## src/design/chg_map.svh

```systemverilog
`ifndef CHG_MAP_SVH
`define CHG_MAP_SVH

// Register offsets.
`define CHG_REG0       8'h00
`define CHG_REG1       8'h01
`define CHG_REG2       8'h02
`define CHG_REG4       8'h04
`define CHG_REG5       8'h05
`define CHG_REG6       8'h06
`define CHG_REG7       8'h07

// Field ranges.
`define CHG_FAULT_F    2:0
`define CHG_STATE_F    5:4
`define CHG_TE_B       3
`define CHG_BUSBLK_B   1
`define CHG_AUXBLK_B   0
`define CHG_VT_F       7:2
`define CHG_IT_F       6:3
`define CHG_SAGFLG_B   4
`define CHG_SAGSEL_F   2:0
`define CHG_ICEIL_F    7:4
`define CHG_VCEIL_F    3:0

// Reset values and limits.
`define CHG_REG1_RST   8'h00
`define CHG_VT_RST     6'h00
`define CHG_IT_RST     4'h0
`define CHG_SAGSEL_RST 3'h3
`define CHG_CEIL_RST   8'h40
`define CHG_ICEIL_MAX  4'ha
`define CHG_VCEIL_PAD  2'h3

// Fault codes.
`define CHG_F_NONE     3'h0
`define CHG_F_OVP      3'h1
`define CHG_F_UV       3'h3
`define CHG_F_BATOV    3'h4
`define CHG_F_THERM    3'h5
`define CHG_F_TIMER    3'h6
`define CHG_F_NOBAT    3'h7

// State codes.
`define CHG_S_READY    2'h0
`define CHG_S_CHARGE   2'h1
`define CHG_S_DONE     2'h2
`define CHG_S_FAULT    2'h3

// Timing, each time in its own unit.
`define CHG_CLK_NS     4
`define CHG_ALERT_US   125
`define CHG_RETRY_MS   2000
`define CHG_NOPULSE_MS 30
`define CHG_WINDOW_MS  32
`define CHG_DETECT_MS  10

// Timer slots.
`define CHG_T_ALERT    0
`define CHG_T_RETRY    1
`define CHG_T_NOPULSE  2
`define CHG_T_WINDOW   3
`define CHG_T_DETECT   4
`define CHG_T_NUM      5

`endif

```

## src/design/chg_pkg.sv

```systemverilog
package chg_pkg;

  typedef struct packed {
    logic       wr;
    logic       rd;
    logic [7:0] addr;
    logic [7:0] wdata;
  } chg_req_s;

  typedef struct packed {
    logic sag_loop;
    logic vbat_above_short;
    logic vbat_near_target;
    logic vbat_above_3v7;
    logic die_hot;
    logic input_low;
    logic input_recovered;
    logic bus_ovp;
    logic aux_ovp;
    logic pwm_pulse;
    logic term_current;
    logic unattended;
    logic selected_input_rail_por;
    logic safety_timer_expired;
    logic selected_input_rail;
  } chg_sense_s;

  typedef enum logic [2:0] {
    ST_CONFIG,
    ST_CHARGE,
    ST_UV_WAIT,
    ST_DETECT,
    ST_DONE
  } chg_state_e;

  typedef logic [2:0] chg_code_t;

endpackage : chg_pkg

```

## src/design/chg_safety_ctrl.sv

```systemverilog
// Overview of operation
// - Flag set while sag hold loop limits current.
// - Sag hold voltage programmable, three-bit default field.
// - Over-ceiling target writes store the ceiling value.
// - Ceiling loads default, locks after other writes.
// - Ceiling held at reset while clear pin low.
// - Current ceiling writes above ten store ten.
// - Thermal shutdown suspends, fault 101, timers other than the alert freeze.
// - Input below 3.7 V stops charge, fault 011.
// - Restart after recovery and two-second retry interval.
// - Bus over-voltage suspends bus, fault 001, resumes.
// - Aux over-voltage suspends aux, fault 001, state 11.
// - No pulses 30 ms without cutoff: fault 100.
// - Termination: state 10, discharge, battery present 000.
// - Battery absent: defaults, fault 111, retry delay.
// - Unattended power-up window detects missing battery.
// - Each new fault pulses alert low 125 us.
// - Fault code clears on read once condition clears.
// - Block bits stop charging from their input.
// - Inhibit pin high disables all charging.
// - Safety timer expiry reports fault code 110.
`include "chg_map.svh"
`timescale 1ns/1ps
`default_nettype none

module chg_safety_ctrl #(
  parameter int unsigned ALERT_CYC =
    (`CHG_ALERT_US * 1000 + `CHG_CLK_NS - 1) / `CHG_CLK_NS,
  parameter int unsigned RETRY_CYC =
    (`CHG_RETRY_MS * 1000000 + `CHG_CLK_NS - 1) / `CHG_CLK_NS,
  parameter int unsigned NOPULSE_CYC =
    (`CHG_NOPULSE_MS * 1000000 + `CHG_CLK_NS - 1) / `CHG_CLK_NS,
  parameter int unsigned WINDOW_CYC =
    (`CHG_WINDOW_MS * 1000000) / `CHG_CLK_NS,
  parameter int unsigned DETECT_CYC =
    (`CHG_DETECT_MS * 1000000 + `CHG_CLK_NS - 1) / `CHG_CLK_NS
) (
  input  wire logic               ref_clk_i,
  input  wire logic               resetn_i,
  input  wire chg_pkg::chg_req_s   req_i,
  input  wire chg_pkg::chg_sense_s sense_i,
  input  wire logic               ceiling_clear_pin_n_i,
  input  wire logic               charge_inhibit_pin_i,
  output var  logic [7:0]         rdata_o,
  output var  logic               alert_n_o,
  output var  logic               charge_en_bus_o,
  output var  logic               charge_en_aux_o,
  output var  logic               discharge_load_o,
  output var  logic               config_mode_o
);

  import chg_pkg::*;

  //////////////////////////////////////////////////////////////////////////
  // Registers and timers.

  chg_state_e st;
  chg_state_e next_st;
  chg_code_t  bus_input_error_code;
  chg_code_t  aux_input_error_code;
  chg_code_t  next_bus_err;
  chg_code_t  next_aux_err;
  logic [1:0] bus_input_state_code;
  logic [1:0] aux_input_state_code;
  logic [1:0] next_bus_st;
  logic [1:0] next_aux_st;
  logic [7:0] ctrl1;
  logic [5:0] battery_voltage_target;
  logic [3:0] charge_current_target;
  logic [2:0] sag_hold_sel;
  logic       input_sag_hold_flag;
  logic [7:0] charge_limit_ceiling;
  logic       ceiling_lock;
  logic       short_q;
  logic       hot_q;
  logic       bus_ovp_q;
  logic       aux_ovp_q;
  logic       stexp_q;
  logic       window_armed;
  logic       autochg_block;
  logic       retry_elapsed;
  logic       new_fault;

  logic [`CHG_T_NUM-1:0] t_start;
  logic [`CHG_T_NUM-1:0] t_run;
  logic [`CHG_T_NUM-1:0] t_busy;
  logic [`CHG_T_NUM-1:0] t_done;

  localparam int unsigned T_LOAD [`CHG_T_NUM] =
    '{ALERT_CYC, RETRY_CYC, NOPULSE_CYC, WINDOW_CYC, DETECT_CYC};

  for (genvar gi = 0; gi < `CHG_T_NUM; gi++) begin : g_tmr
    chg_timer u_tmr (
      .ref_clk_i (ref_clk_i),
      .resetn_i  (resetn_i),
      .start_i   (t_start[gi]),
      .run_i     (t_run[gi]),
      .load_i    (32'(T_LOAD[gi])),
      .busy_o    (t_busy[gi]),
      .done_o    (t_done[gi])
    );
  end

  //////////////////////////////////////////////////////////////////////////
  // Events.

  logic sel_aux;
  logic hot;
  logic wr_any;
  logic short_rise;
  logic thermal_evt;
  logic uv_evt;
  logic bus_ovp_evt;
  logic aux_ovp_evt;
  logic nopulse_evt;
  logic stexp_evt;
  logic nobat_evt;
  logic det_end;
  logic bat_absent;
  logic bat_present;
  logic defaults_evt;
  logic finish_cutoff_on;
  logic bus_input_block;
  logic aux_input_block;

  assign sel_aux          = sense_i.selected_input_rail;
  assign hot              = sense_i.die_hot;
  assign wr_any           = req_i.wr;
  assign short_rise       = sense_i.vbat_above_short && !short_q;
  assign finish_cutoff_on = ctrl1[`CHG_TE_B];
  assign bus_input_block  = ctrl1[`CHG_BUSBLK_B];
  assign aux_input_block  = ctrl1[`CHG_AUXBLK_B];

  assign thermal_evt = hot && !hot_q;
  assign uv_evt      = (st == ST_CHARGE) && sense_i.input_low && !hot;
  assign bus_ovp_evt = sense_i.bus_ovp && !bus_ovp_q;
  assign aux_ovp_evt = sense_i.aux_ovp && !aux_ovp_q;
  assign nopulse_evt = t_done[`CHG_T_NOPULSE] && (st == ST_CHARGE)
                       && !finish_cutoff_on;
  assign stexp_evt   = sense_i.safety_timer_expired && !stexp_q;
  assign nobat_evt   = window_armed && t_busy[`CHG_T_WINDOW]
                       && sense_i.vbat_above_3v7;
  assign det_end     = (st == ST_DETECT) && t_done[`CHG_T_DETECT] && !hot;
  assign bat_present = det_end && sense_i.vbat_near_target;
  assign bat_absent  = det_end && !sense_i.vbat_near_target;
  assign defaults_evt = bat_absent || nobat_evt;

  // Only the alert keeps running in suspend, so the host still sees it.
  assign t_run = {{(`CHG_T_NUM-1){!hot}}, 1'b1};

  always_comb begin
    t_start = '0;
    t_start[`CHG_T_ALERT]   = new_fault;
    t_start[`CHG_T_RETRY]   = uv_evt || bat_absent;
    t_start[`CHG_T_NOPULSE] = sense_i.pwm_pulse || (st != ST_CHARGE)
                              || finish_cutoff_on;
    t_start[`CHG_T_WINDOW]  = window_armed && short_rise;
    t_start[`CHG_T_DETECT]  = (st == ST_CHARGE) && (next_st == ST_DETECT);
  end

  always_ff @(posedge ref_clk_i) begin
    if (!resetn_i) begin
      short_q   <= 1'b0;
      hot_q     <= 1'b0;
      bus_ovp_q <= 1'b0;
      aux_ovp_q <= 1'b0;
      stexp_q   <= 1'b0;
    end else begin
      short_q   <= sense_i.vbat_above_short;
      hot_q     <= hot;
      bus_ovp_q <= sense_i.bus_ovp;
      aux_ovp_q <= sense_i.aux_ovp;
      stexp_q   <= sense_i.safety_timer_expired;
    end
  end

  //////////////////////////////////////////////////////////////////////////
  // Sequencer. The state and all timers but the alert freeze while the die is hot.

  always_comb begin
    next_st = st;
    if (!hot) begin
      unique case (st)
        ST_CONFIG:
          if (sense_i.input_recovered && !autochg_block) begin
            next_st = ST_CHARGE;
          end
        ST_CHARGE:
          if (nobat_evt) begin
            next_st = ST_CONFIG;
          end else if (uv_evt) begin
            next_st = ST_UV_WAIT;
          end else if (nopulse_evt) begin
            next_st = ST_DONE;
          end else if (sense_i.vbat_near_target
                       && sense_i.term_current) begin
            next_st = ST_DETECT;
          end
        ST_UV_WAIT:
          if (retry_elapsed && sense_i.input_recovered) begin
            next_st = ST_CHARGE;
          end
        ST_DETECT:
          if (bat_present) begin
            next_st = ST_DONE;
          end else if (bat_absent) begin
            next_st = ST_UV_WAIT;
          end
        ST_DONE:
          if (!sense_i.vbat_near_target) begin
            next_st = ST_CHARGE;
          end
      endcase
    end
  end

  always_ff @(posedge ref_clk_i) begin
    if (!resetn_i) begin
      st <= ST_CONFIG;
    end else begin
      st <= next_st;
    end
  end

  always_ff @(posedge ref_clk_i) begin
    if (!resetn_i) begin
      retry_elapsed <= 1'b0;
    end else if (t_start[`CHG_T_RETRY]) begin
      retry_elapsed <= 1'b0;
    end else if (t_done[`CHG_T_RETRY]) begin
      retry_elapsed <= 1'b1;
    end
  end

  // A missing battery found at power-up blocks auto-charge until next POR.
  always_ff @(posedge ref_clk_i) begin
    if (!resetn_i) begin
      window_armed  <= 1'b0;
      autochg_block <= 1'b0;
    end else begin
      if (sense_i.selected_input_rail_por) begin
        window_armed  <= sense_i.unattended;
        autochg_block <= 1'b0;
      end else if (nobat_evt) begin
        window_armed  <= 1'b0;
        autochg_block <= 1'b1;
      end else if (t_done[`CHG_T_WINDOW]) begin
        window_armed  <= 1'b0;
      end
    end
  end

  //////////////////////////////////////////////////////////////////////////
  // Fault and state codes. A new fault wins over a read clear.

  chg_code_t com_code;
  logic      com_evt;
  logic      bus_cond;
  logic      aux_cond;

  assign bus_cond = hot || sense_i.bus_ovp || (!sel_aux && uv_evt);
  assign aux_cond = hot || sense_i.aux_ovp || (sel_aux && uv_evt);

  always_comb begin
    com_evt  = 1'b1;
    com_code = `CHG_F_NONE;
    if (thermal_evt) begin
      com_code = `CHG_F_THERM;
    end else if (stexp_evt) begin
      com_code = `CHG_F_TIMER;
    end else if (uv_evt) begin
      com_code = `CHG_F_UV;
    end else if (nopulse_evt) begin
      com_code = `CHG_F_BATOV;
    end else if (bat_absent || nobat_evt) begin
      com_code = `CHG_F_NOBAT;
    end else begin
      com_evt  = 1'b0;
    end
  end

  always_comb begin
    next_bus_err = bus_input_error_code;
    next_aux_err = aux_input_error_code;
    next_bus_st  = bus_input_state_code;
    next_aux_st  = aux_input_state_code;
    new_fault    = 1'b0;
    if (req_i.rd && req_i.addr == `CHG_REG0 && !bus_cond) begin
      next_bus_err = `CHG_F_NONE;
    end
    if (req_i.rd && req_i.addr == `CHG_REG7 && !aux_cond) begin
      next_aux_err = `CHG_F_NONE;
    end
    if (t_start[`CHG_T_DETECT] || bat_present) begin
      if (sel_aux) begin
        next_aux_st = `CHG_S_DONE;
      end else begin
        next_bus_st = `CHG_S_DONE;
      end
    end
    if (bat_present) begin
      if (sel_aux) begin
        next_aux_err = `CHG_F_NONE;
      end else begin
        next_bus_err = `CHG_F_NONE;
      end
    end
    if (st != ST_CHARGE && next_st == ST_CHARGE) begin
      if (sel_aux) begin
        next_aux_st = `CHG_S_CHARGE;
      end else begin
        next_bus_st = `CHG_S_CHARGE;
      end
    end
    if (com_evt) begin
      new_fault = 1'b1;
      if (sel_aux) begin
        next_aux_err = com_code;
      end else begin
        next_bus_err = com_code;
      end
      if (uv_evt || nopulse_evt) begin
        if (sel_aux) begin
          next_aux_st = `CHG_S_FAULT;
        end else begin
          next_bus_st = `CHG_S_FAULT;
        end
      end
    end
    if (bus_ovp_evt) begin
      new_fault    = 1'b1;
      next_bus_err = `CHG_F_OVP;
      next_bus_st  = `CHG_S_FAULT;
    end
    if (aux_ovp_evt) begin
      new_fault    = 1'b1;
      next_aux_err = `CHG_F_OVP;
      next_aux_st  = `CHG_S_FAULT;
    end
  end

  always_ff @(posedge ref_clk_i) begin
    if (!resetn_i) begin
      bus_input_error_code <= `CHG_F_NONE;
      aux_input_error_code <= `CHG_F_NONE;
      bus_input_state_code <= `CHG_S_READY;
      aux_input_state_code <= `CHG_S_READY;
    end else begin
      bus_input_error_code <= next_bus_err;
      aux_input_error_code <= next_aux_err;
      bus_input_state_code <= next_bus_st;
      aux_input_state_code <= next_aux_st;
    end
  end

  //////////////////////////////////////////////////////////////////////////
  // Host registers.

  logic [5:0] vt_lim;
  logic [3:0] it_lim;
  logic [3:0] iceil_wr;

  assign vt_lim   = {charge_limit_ceiling[`CHG_VCEIL_F], `CHG_VCEIL_PAD};
  assign it_lim   = charge_limit_ceiling[`CHG_ICEIL_F];
  assign iceil_wr = (req_i.wdata[`CHG_ICEIL_F] > `CHG_ICEIL_MAX)
                    ? `CHG_ICEIL_MAX : req_i.wdata[`CHG_ICEIL_F];

  // Defaults are restored on battery loss; the ceiling keeps its own path.
  always_ff @(posedge ref_clk_i) begin
    if (!resetn_i || defaults_evt) begin
      ctrl1                  <= `CHG_REG1_RST;
      battery_voltage_target <= `CHG_VT_RST;
      charge_current_target  <= `CHG_IT_RST;
      sag_hold_sel           <= `CHG_SAGSEL_RST;
    end else if (wr_any) begin
      unique case (req_i.addr)
        `CHG_REG1: ctrl1 <= req_i.wdata;
        `CHG_REG2:
          battery_voltage_target <= (req_i.wdata[`CHG_VT_F] > vt_lim)
                                    ? vt_lim : req_i.wdata[`CHG_VT_F];
        `CHG_REG4:
          charge_current_target <= (req_i.wdata[`CHG_IT_F] > it_lim)
                                   ? it_lim : req_i.wdata[`CHG_IT_F];
        `CHG_REG5: sag_hold_sel <= req_i.wdata[`CHG_SAGSEL_F];
        default: ;
      endcase
    end
  end

  always_ff @(posedge ref_clk_i) begin
    if (!resetn_i || !ceiling_clear_pin_n_i) begin
      charge_limit_ceiling <= `CHG_CEIL_RST;
    end else if (short_rise || nobat_evt) begin
      charge_limit_ceiling <= `CHG_CEIL_RST;
    end else if (wr_any && req_i.addr == `CHG_REG6 && !ceiling_lock) begin
      charge_limit_ceiling <= {iceil_wr, req_i.wdata[`CHG_VCEIL_F]};
    end
  end

  // The lock outlives defaults_evt and the ceiling's own resets on purpose; only resetn_i or vbat_above_short low clears it.
  always_ff @(posedge ref_clk_i) begin
    if (!resetn_i || !sense_i.vbat_above_short) begin
      ceiling_lock <= 1'b0;
    end else if (wr_any && req_i.addr != `CHG_REG6) begin
      ceiling_lock <= 1'b1;
    end
  end

  always_ff @(posedge ref_clk_i) begin
    if (!resetn_i) begin
      input_sag_hold_flag <= 1'b0;
    end else begin
      input_sag_hold_flag <= sense_i.sag_loop && (st == ST_CHARGE);
    end
  end

  always_ff @(posedge ref_clk_i) begin
    if (!resetn_i) begin
      rdata_o <= 8'h00;
    end else if (req_i.rd) begin
      rdata_o <= 8'h00;
      unique case (req_i.addr)
        `CHG_REG0: begin
          rdata_o[`CHG_STATE_F] <= bus_input_state_code;
          rdata_o[`CHG_FAULT_F] <= bus_input_error_code;
        end
        `CHG_REG1: rdata_o <= ctrl1;
        `CHG_REG2: rdata_o[`CHG_VT_F] <= battery_voltage_target;
        `CHG_REG4: rdata_o[`CHG_IT_F] <= charge_current_target;
        `CHG_REG5: begin
          rdata_o[`CHG_SAGFLG_B] <= input_sag_hold_flag;
          rdata_o[`CHG_SAGSEL_F] <= sag_hold_sel;
        end
        `CHG_REG6: rdata_o <= charge_limit_ceiling;
        `CHG_REG7: begin
          rdata_o[`CHG_STATE_F] <= aux_input_state_code;
          rdata_o[`CHG_FAULT_F] <= aux_input_error_code;
        end
        default: ;
      endcase
    end
  end

  //////////////////////////////////////////////////////////////////////////
  // Outputs.

  logic charging;
  assign charging = (st == ST_CHARGE) && !hot && !charge_inhibit_pin_i;

  always_ff @(posedge ref_clk_i) begin
    if (!resetn_i) begin
      alert_n_o        <= 1'b1;
      charge_en_bus_o  <= 1'b0;
      charge_en_aux_o  <= 1'b0;
      discharge_load_o <= 1'b0;
      config_mode_o    <= 1'b1;
    end else begin
      alert_n_o        <= !t_busy[`CHG_T_ALERT];
      charge_en_bus_o  <= charging && !sel_aux && !bus_input_block
                          && !sense_i.bus_ovp;
      charge_en_aux_o  <= charging && sel_aux && !aux_input_block
                          && !sense_i.aux_ovp;
      discharge_load_o <= (st == ST_DETECT);
      config_mode_o    <= (st == ST_CONFIG);
    end
  end

endmodule : chg_safety_ctrl

`default_nettype wire

```

## src/design/chg_timer.sv

```systemverilog
`timescale 1ns/1ps
`default_nettype none

module chg_timer (
  input  wire logic        ref_clk_i,
  input  wire logic        resetn_i,
  input  wire logic        start_i,
  input  wire logic        run_i,
  input  wire logic [31:0] load_i,
  output var  logic        busy_o,
  output var  logic        done_o
);

  logic [31:0] cnt;

  // A start while busy reloads, so the interval counts from the last start.
  always_ff @(posedge ref_clk_i) begin
    if (!resetn_i) begin
      cnt    <= 32'h0;
      busy_o <= 1'b0;
      done_o <= 1'b0;
    end else begin
      done_o <= 1'b0;
      if (start_i) begin
        cnt    <= load_i;
        busy_o <= 1'b1;
      end else if (busy_o && run_i) begin
        if (cnt <= 32'h1) begin
          cnt    <= 32'h0;
          busy_o <= 1'b0;
          done_o <= 1'b1;
        end else begin
          cnt <= cnt - 32'h1;
        end
      end
    end
  end

endmodule : chg_timer

`default_nettype wire
```

## config.mk

```make
export PLATFORM = sky130hd
export DESIGN_NAME = chg_safety_ctrl
export DESIGN_NICKNAME = d
export VERILOG_FILES = /design/src/design/chg_pkg.sv /design/src/design/chg_safety_ctrl.sv /design/src/design/chg_timer.sv
export VERILOG_INCLUDE_DIRS = /design/src /design/src/design
export SDC_FILE = /design/constraint.sdc
export NUM_CORES = 1
export LEC_CHECK = 0
export BUFFER_PORTS_ARGS = -buffer_cell sky130_fd_sc_hd__buf_2
export CAP_MARGIN = 5
export CORE_UTILIZATION = 60
export CTS_CLUSTER_SIZE = 28
export DETAILED_ROUTE_END_ITERATION = 8
export PLACE_DENSITY = 0.8
export SYNTH_ARGS = -nofsm -noshare
export SYNTH_HDL_FRONTEND = slang
export SYNTH_SLANG_ARGS = --single-unit
export TNS_END_PERCENT = 30
```

## constraint.sdc

```tcl
create_clock -name ref_clk_i -period 2.9 [get_ports ref_clk_i]
set_input_delay 0.435 -clock ref_clk_i [delete_from_list [all_inputs] [get_ports ref_clk_i]]
set_output_delay 0.435 -clock ref_clk_i [all_outputs]
set_load 0.01 [all_outputs]
```

# Word level (Yosys, flattened, before mapping)
# Cells that the tools add are included.
# op_classes
n_addsub	5
n_lt_le_gt_ge	8
shifts	0
reduce_logical	112
multipliers	0
bitwise_logic	5
n_eq_ne	14
mux	99
div	0
# op_table
cell	count
less-or-equal comparator 32 x 1 -> 1 bit (second input constant)	5
two-way mux 32 bit	5
subtractor 32 x 1 -> 32 bit (second input constant)	5
two-way mux 23 bit	4
two-way mux 3 bit	25
two-way mux 29 bit	2
two-way mux 22 bit	2
logical AND 1 bit	43
equality test 8 x 3 -> 1 bit (second input constant)	4
two-way mux 1 bit	32
two-way mux 2 bit	16
two-way mux 15 bit	2
zero test 1 bit	22
nonzero test 2 bit	9
OR reduction 2 bit	9
AND reduction 2 bit	8
one-hot mux 3 bit (5 select lines)	1
logical OR 1 bit	14
one-hot mux 1 bit (6 select lines)	2
OR reduction 3 bit	4
one-hot mux 2 bit (5 select lines)	1
equality test 3 x 2 -> 1 bit (second input constant)	3
equality test 8 x 1 -> 1 bit (second input constant)	1
equality test 8 x 2 -> 1 bit (second input constant)	1
other kinds (16)	23
# totals
ram_bits	0
reg_bits	234
latch_bits	0
rom_bits	0
memories	0
input_bits	37
elab_cells	290
output_inout_bits	13

# Depth between registers and ports, before layout
# depth
ltp_word	18
mapped_depth	9
ltp_nobuf	8

# By module
# Synthesis repeated with hierarchy kept, for this count alone.
# hier_totals
hier_cells	1846
hier_area_um2	14423.8
# by_module_without_submodules
mod	cells_per_inst	area_per_inst_um2	seq_area_each_um2	instances
chg_timer at g_tmr[2].u_tmr ...	270	2154.6	680.7	3
chg_timer at g_tmr[0].u_tmr ...	308	2254.7	680.7	2
chg_safety_ctrl	420	3450.8	1301.2	1

# Worst setup path before layout
# Ideal clock, no wire load.
# synth_timing
path_kind	input -> register
startpoint	in req_i[13] (netlist bit)
endpoint	reg charge_limit_ceiling[5]
cell_stages	6
n_path_buf	0
path_slack_ns	0.575
required_time_ns	2.754
setup_time_ns	0.146
t_arrival_ns	2.179
cell_sequence	or4_1 -> or3_1 -> nor2_2 -> nand3b_1 -> a211oi_1 -> a211oi_1
# synth_between
elab_chain_cells	3
# synth_lines
item	line_no	text
start: declaration	chg_safety_ctrl.sv:40	input wire chg_pkg::chg_req_s req_i,
equality test 8 x 3 -> 1 bit	n/a	
logical AND 1 bit (no source line)	n/a	
logical AND 1 bit	chg_safety_ctrl.sv:395	end else if (wr_any && req_i.addr == `CHG_REG6 && !ceiling_lock) begin
end signal: assignment	chg_safety_ctrl.sv:392	charge_limit_ceiling <= `CHG_CEIL_RST;
end signal: assignment	chg_safety_ctrl.sv:394	charge_limit_ceiling <= `CHG_CEIL_RST;
end signal: assignment	chg_safety_ctrl.sv:396	charge_limit_ceiling <= {iceil_wr, req_i.wdata[`CHG_VCEIL_F]};
end: declaration	chg_safety_ctrl.sv:72	logic [7:0] charge_limit_ceiling;
# No other way between the ends.
# A chain may end at the register's enable or synchronous reset.

# Worst setup path in the final report
# layout_timing
startpoint	reg g_tmr[0].u_tmr.cnt[24]
endpoint	reg g_tmr[0].u_tmr.cnt[17]
# layout_between
elab_chain_cells	2
# layout_lines
item	line_no	text
start: declaration	chg_timer.sv:14	logic [31:0] cnt;
start signal: assignment	chg_timer.sv:25	cnt <= load_i;
start signal: assignment	chg_timer.sv:33	cnt <= cnt - 32'h1;
less-or-equal comparator 32 x 1 -> 1 bit	chg_timer.sv:28	if (cnt <= 32'h1) begin
two-way mux 32 bit	chg_timer.sv:28	
# No other way between the ends.

==> results.cfg <==
[cells_and_area]
syn_to_final_growth_pct = 12.8
final_cells = 1677
nets = 1484
n_fill_cell = 1480
utilization_pct = 70.0
drive_gt1_share_pct = 11.1

[yosys]
synth_edf_count = 0
yosys_register_bits = 234
ys_types = 74
netlist_instances = 1366
syn_nets = 1421
ys.flop_type = dfxtp_1
async_flop_share_pct = 0
synth_seq_area_share_pct = 41.4
ys_warn_count = 0
syn_area_um2 = 11300
syn_area_per_cell_um2 = 8.27

[worst_hold_path]
min_to = autochg_block$_SDFFE_PP0P_
hp-class = primary input to flop
min_path_cells = 2
holdCritStartpoint = sense_i[2]

[flow_run]
maxCapViolCount = 0

[critical_path]
path_class = flop to flop
r2r_setup_slack_ns = 0.22
rr_worst_depth = 6
worstPathArrival_ns = 3.07
start_kind = flop
required_ns = 3.29
rr_endpoint = g_tmr[0].u_tmr.cnt[17]$_SDFFE_PP0P_
reg2reg_from = g_tmr[0].u_tmr.cnt[24]$_SDFFE_PP0P_
critPathMaxFanout = 24
critical_path.endpoint_type = flop

[sta]
rsz0062_at_grt = false
slew_headroom_pct = 48.0
fmax_ghz = 0.373
period_minus_slack_ns = 2.68
post-route-period-util_pct = 92.6
tns_ns = 0
setup_viol = 0
setup_slack_ns = 0.216
finalHoldViolCount = 0
worst_pin_slew_ns = 0.774
drv_slew = 0
fin_worst_skew_ns = 0.0126

[power_and_ir_drop]
p_per_area_nw_per_um2 = 583
power.total_uw = 7440
ir_worst_vdd_uv = 438
leakage_uw = 0.00483

[drt]
antenna_left = 0
drt-initial-drc-count = 710
routedWlPerCell_um = 15.9
wirelength_um = 26700
via_count = 10000
viasPerCell = 5.99
drc = 2
dr.pass1.iters = 8

[outcome]
violations = DRC
status = complete, but fails checks

[cts]
clkSinkCount = 234
cts_setup_buffers = 0
clk_transition_reported_paths_ns = 0.06
clockBufferDepth = 3
numCtsBuffers = 25
cts_resized = 0
cts_hold_buf = 0
cts_tree = yes
ctsHtreeMaxLevel = 1
cts_root_buffer = clkbuf_16
clk_latency_ns = 0.52

[die]
start_util_pct = 62.1
die_h_um = 139
row_count = 49
core-area_um2 = 18200
ioPinCount = 50
dieArea_um2 = 19400
die_w_um = 139

[place]
place_congestion = 0.868
dp_slack_ns = 0.238
dp.cells = 1631
io_buffers = 49
hpwl_um = 18400

[global_route]
grt_pass1_wl_um = 44600
first_global_vias = 9518
grtUsageTotal_pct = 27.5
grt_overflow = 0
grt_max_degree = 40
antenna_found_initial = 0
-- where the power goes --
part           internal, uW  switching, uW  leakage (uW)
Combinational           302            452       0.00252
Clock                  2000           1300      0.000417
Sequential             3300           85.3       0.00190
-- worst max path at each step --
stage / startpoint / to / slack [ns] / depth (start not counted)
after floorplan: req_i[13] / charge_limit_ceiling[5]$_SDFFE_PP0P_ / 0.58 / 6
after CTS: g_tmr[0].u_tmr.cnt[24]$_SDFFE_PP0P_ / g_tmr[0].u_tmr.cnt[17]$_SDFFE_PP0P_ / 0.21 / 6
after global routing: g_tmr[0].u_tmr.cnt[24]$_SDFFE_PP0P_ / g_tmr[0].u_tmr.cnt[17]$_SDFFE_PP0P_ / 0.07 / 6
after global placement: g_tmr[0].u_tmr.cnt[24]$_SDFFE_PP0P_ / g_tmr[0].u_tmr.cnt[19]$_SDFFE_PP0P_ / 0.37 / 6
final: g_tmr[0].u_tmr.cnt[24]$_SDFFE_PP0P_ / g_tmr[0].u_tmr.cnt[17]$_SDFFE_PP0P_ / 0.22 / 6
after detailed placement: g_tmr[0].u_tmr.cnt[24]$_SDFFE_PP0P_ / g_tmr[0].u_tmr.cnt[23]$_SDFFE_PP0P_ / 0.24 / 6
-- stage by stage --
stage / instance area (um2) / hold WS, ns
finish: 12800 / 0.122
global route: 12700 / 0.115
CTS: 12700 / 0.0977
detailed placement: 11900 / 0.433
global placement: 11900 / 0.415
floorplan: 11300 / 0.411
-- cell usage after synthesis (5+ instances only) --
master | number | area (um2)
buf_2 | 10 | 50.1
a22oi_1 | 6 | 45.0
nor4b_1 | 7 | 61.3
and3_1 | 8 | 50.1
nand2_1 | 106 | 398
nor2b_1 | 18 | 113
nand3b_1 | 10 | 75.1
nand4_1 | 16 | 100
clkbuf_1 | 35 | 131
nor3b_1 | 5 | 37.5
nand3_1 | 41 | 205
o21ai_0 | 42 | 210
mux2i_1 | 20 | 200
nor4_2 | 6 | 75.1
a211oi_1 | 14 | 105
xor2_1 | 46 | 403
o211ai_1 | 5 | 37.5
nand2b_1 | 20 | 125
dfxtp_1 | 234 | 4680
a21oi_1 | 75 | 375
nor2_1 | 233 | 875
xnor2_1 | 74 | 648
o21a_1 | 7 | 52.6
or4_1 | 13 | 97.6
a31oi_1 | 21 | 131
nor3_1 | 67 | 335
nor4_1 | 50 | 313
or3_1 | 26 | 163
inv_1 | 33 | 124
or2_2 | 8 | 50.1
ha_1 | 18 | 225
and2_1 | 9 | 56.3
-- state kept, by name (all words and copies together), names as in the netlist, 2 cells and up --
| register | count |
|---|---|
| g_tmr.u_tmr.done_o | 4 |
| rdata_o | 8 |
| sag_hold_sel | 3 |
| aux_input_state_code | 2 |
| bus_input_state_code | 2 |
| battery_voltage_target | 6 |
| ctrl1 | 8 |
| aux_input_error_code | 3 |
| bus_input_error_code | 3 |
| g_tmr.u_tmr.busy_o | 5 |
| charge_current_target | 4 |
| g_tmr.u_tmr.cnt | 160 |
| charge_limit_ceiling | 8 |
| st | 3 |
-- area by class of cell --
class	instances	area (um2)	share of cell area (%)
sequential	234	4680	36.7
clock buffer	34	719	5.64
antenna	2	5.00	0.0392
clock inverter	10	130	1.02
tap	229	287	2.25
timing repair buffer	87	531	4.16
multi-input combinational	1048	6270	49.2
inverter	33	124	0.971
-- cells by family after synthesis --
family          synth area share, %
simple gates                   29.9
flops                          41.4
compound gates                 12.2
xor+xnor                       9.30
buf+inv                        3.07
mux                            2.17
fa+ha+maj                      1.99
-- layer usage --
metal  global-route usage (%)  up-vias  wire [um]
met1                     35.8     4717      12000
met3                     3.48       40       1570
met2                     47.6      317      12600
li1                         -     4974          -
met5                        0        -          0
met4                     8.13        0        524
-- cells in the final DEF (no fill, tap or decap), types with 5 or more instances in the layout --
master       n
nand3b_1    10
buf_4       38
buf_2       49
a22oi_1      6
ha_1        18
nor4b_1      7
dfxtp_1    234
o21a_1       7
clkbuf_16   25
clkbuf_8     6
nand2b_1    20
xor2_1      46
nor2_1     233
nor2b_1     18
o211ai_1     5
a21oi_1     75
and2_1       9
a211oi_1    14
mux2i_1     20
nand4_1     16
o21ai_0     42
nor3_1      67
xnor2_1     74
a31oi_1     21
or4_1       13
nand3_1     41
nor3b_1      5
or3_1       26
inv_1       32
clkinv_2     5
and3_1       8
or2_2        8
nor4_1      50
nand2_1    106
nor4_2       6
-- worst max-delay path: stages, from the launching register on --
cell and delay (ns):
dfxtp_1 0.35, or4_4 0.56, or4_4 0.45, nor4_4 0.52, nand2_1 0.16, nand3_2 0.38
nor2_1 0.12
No activity file was read; power rests on OpenSTA's default activity.
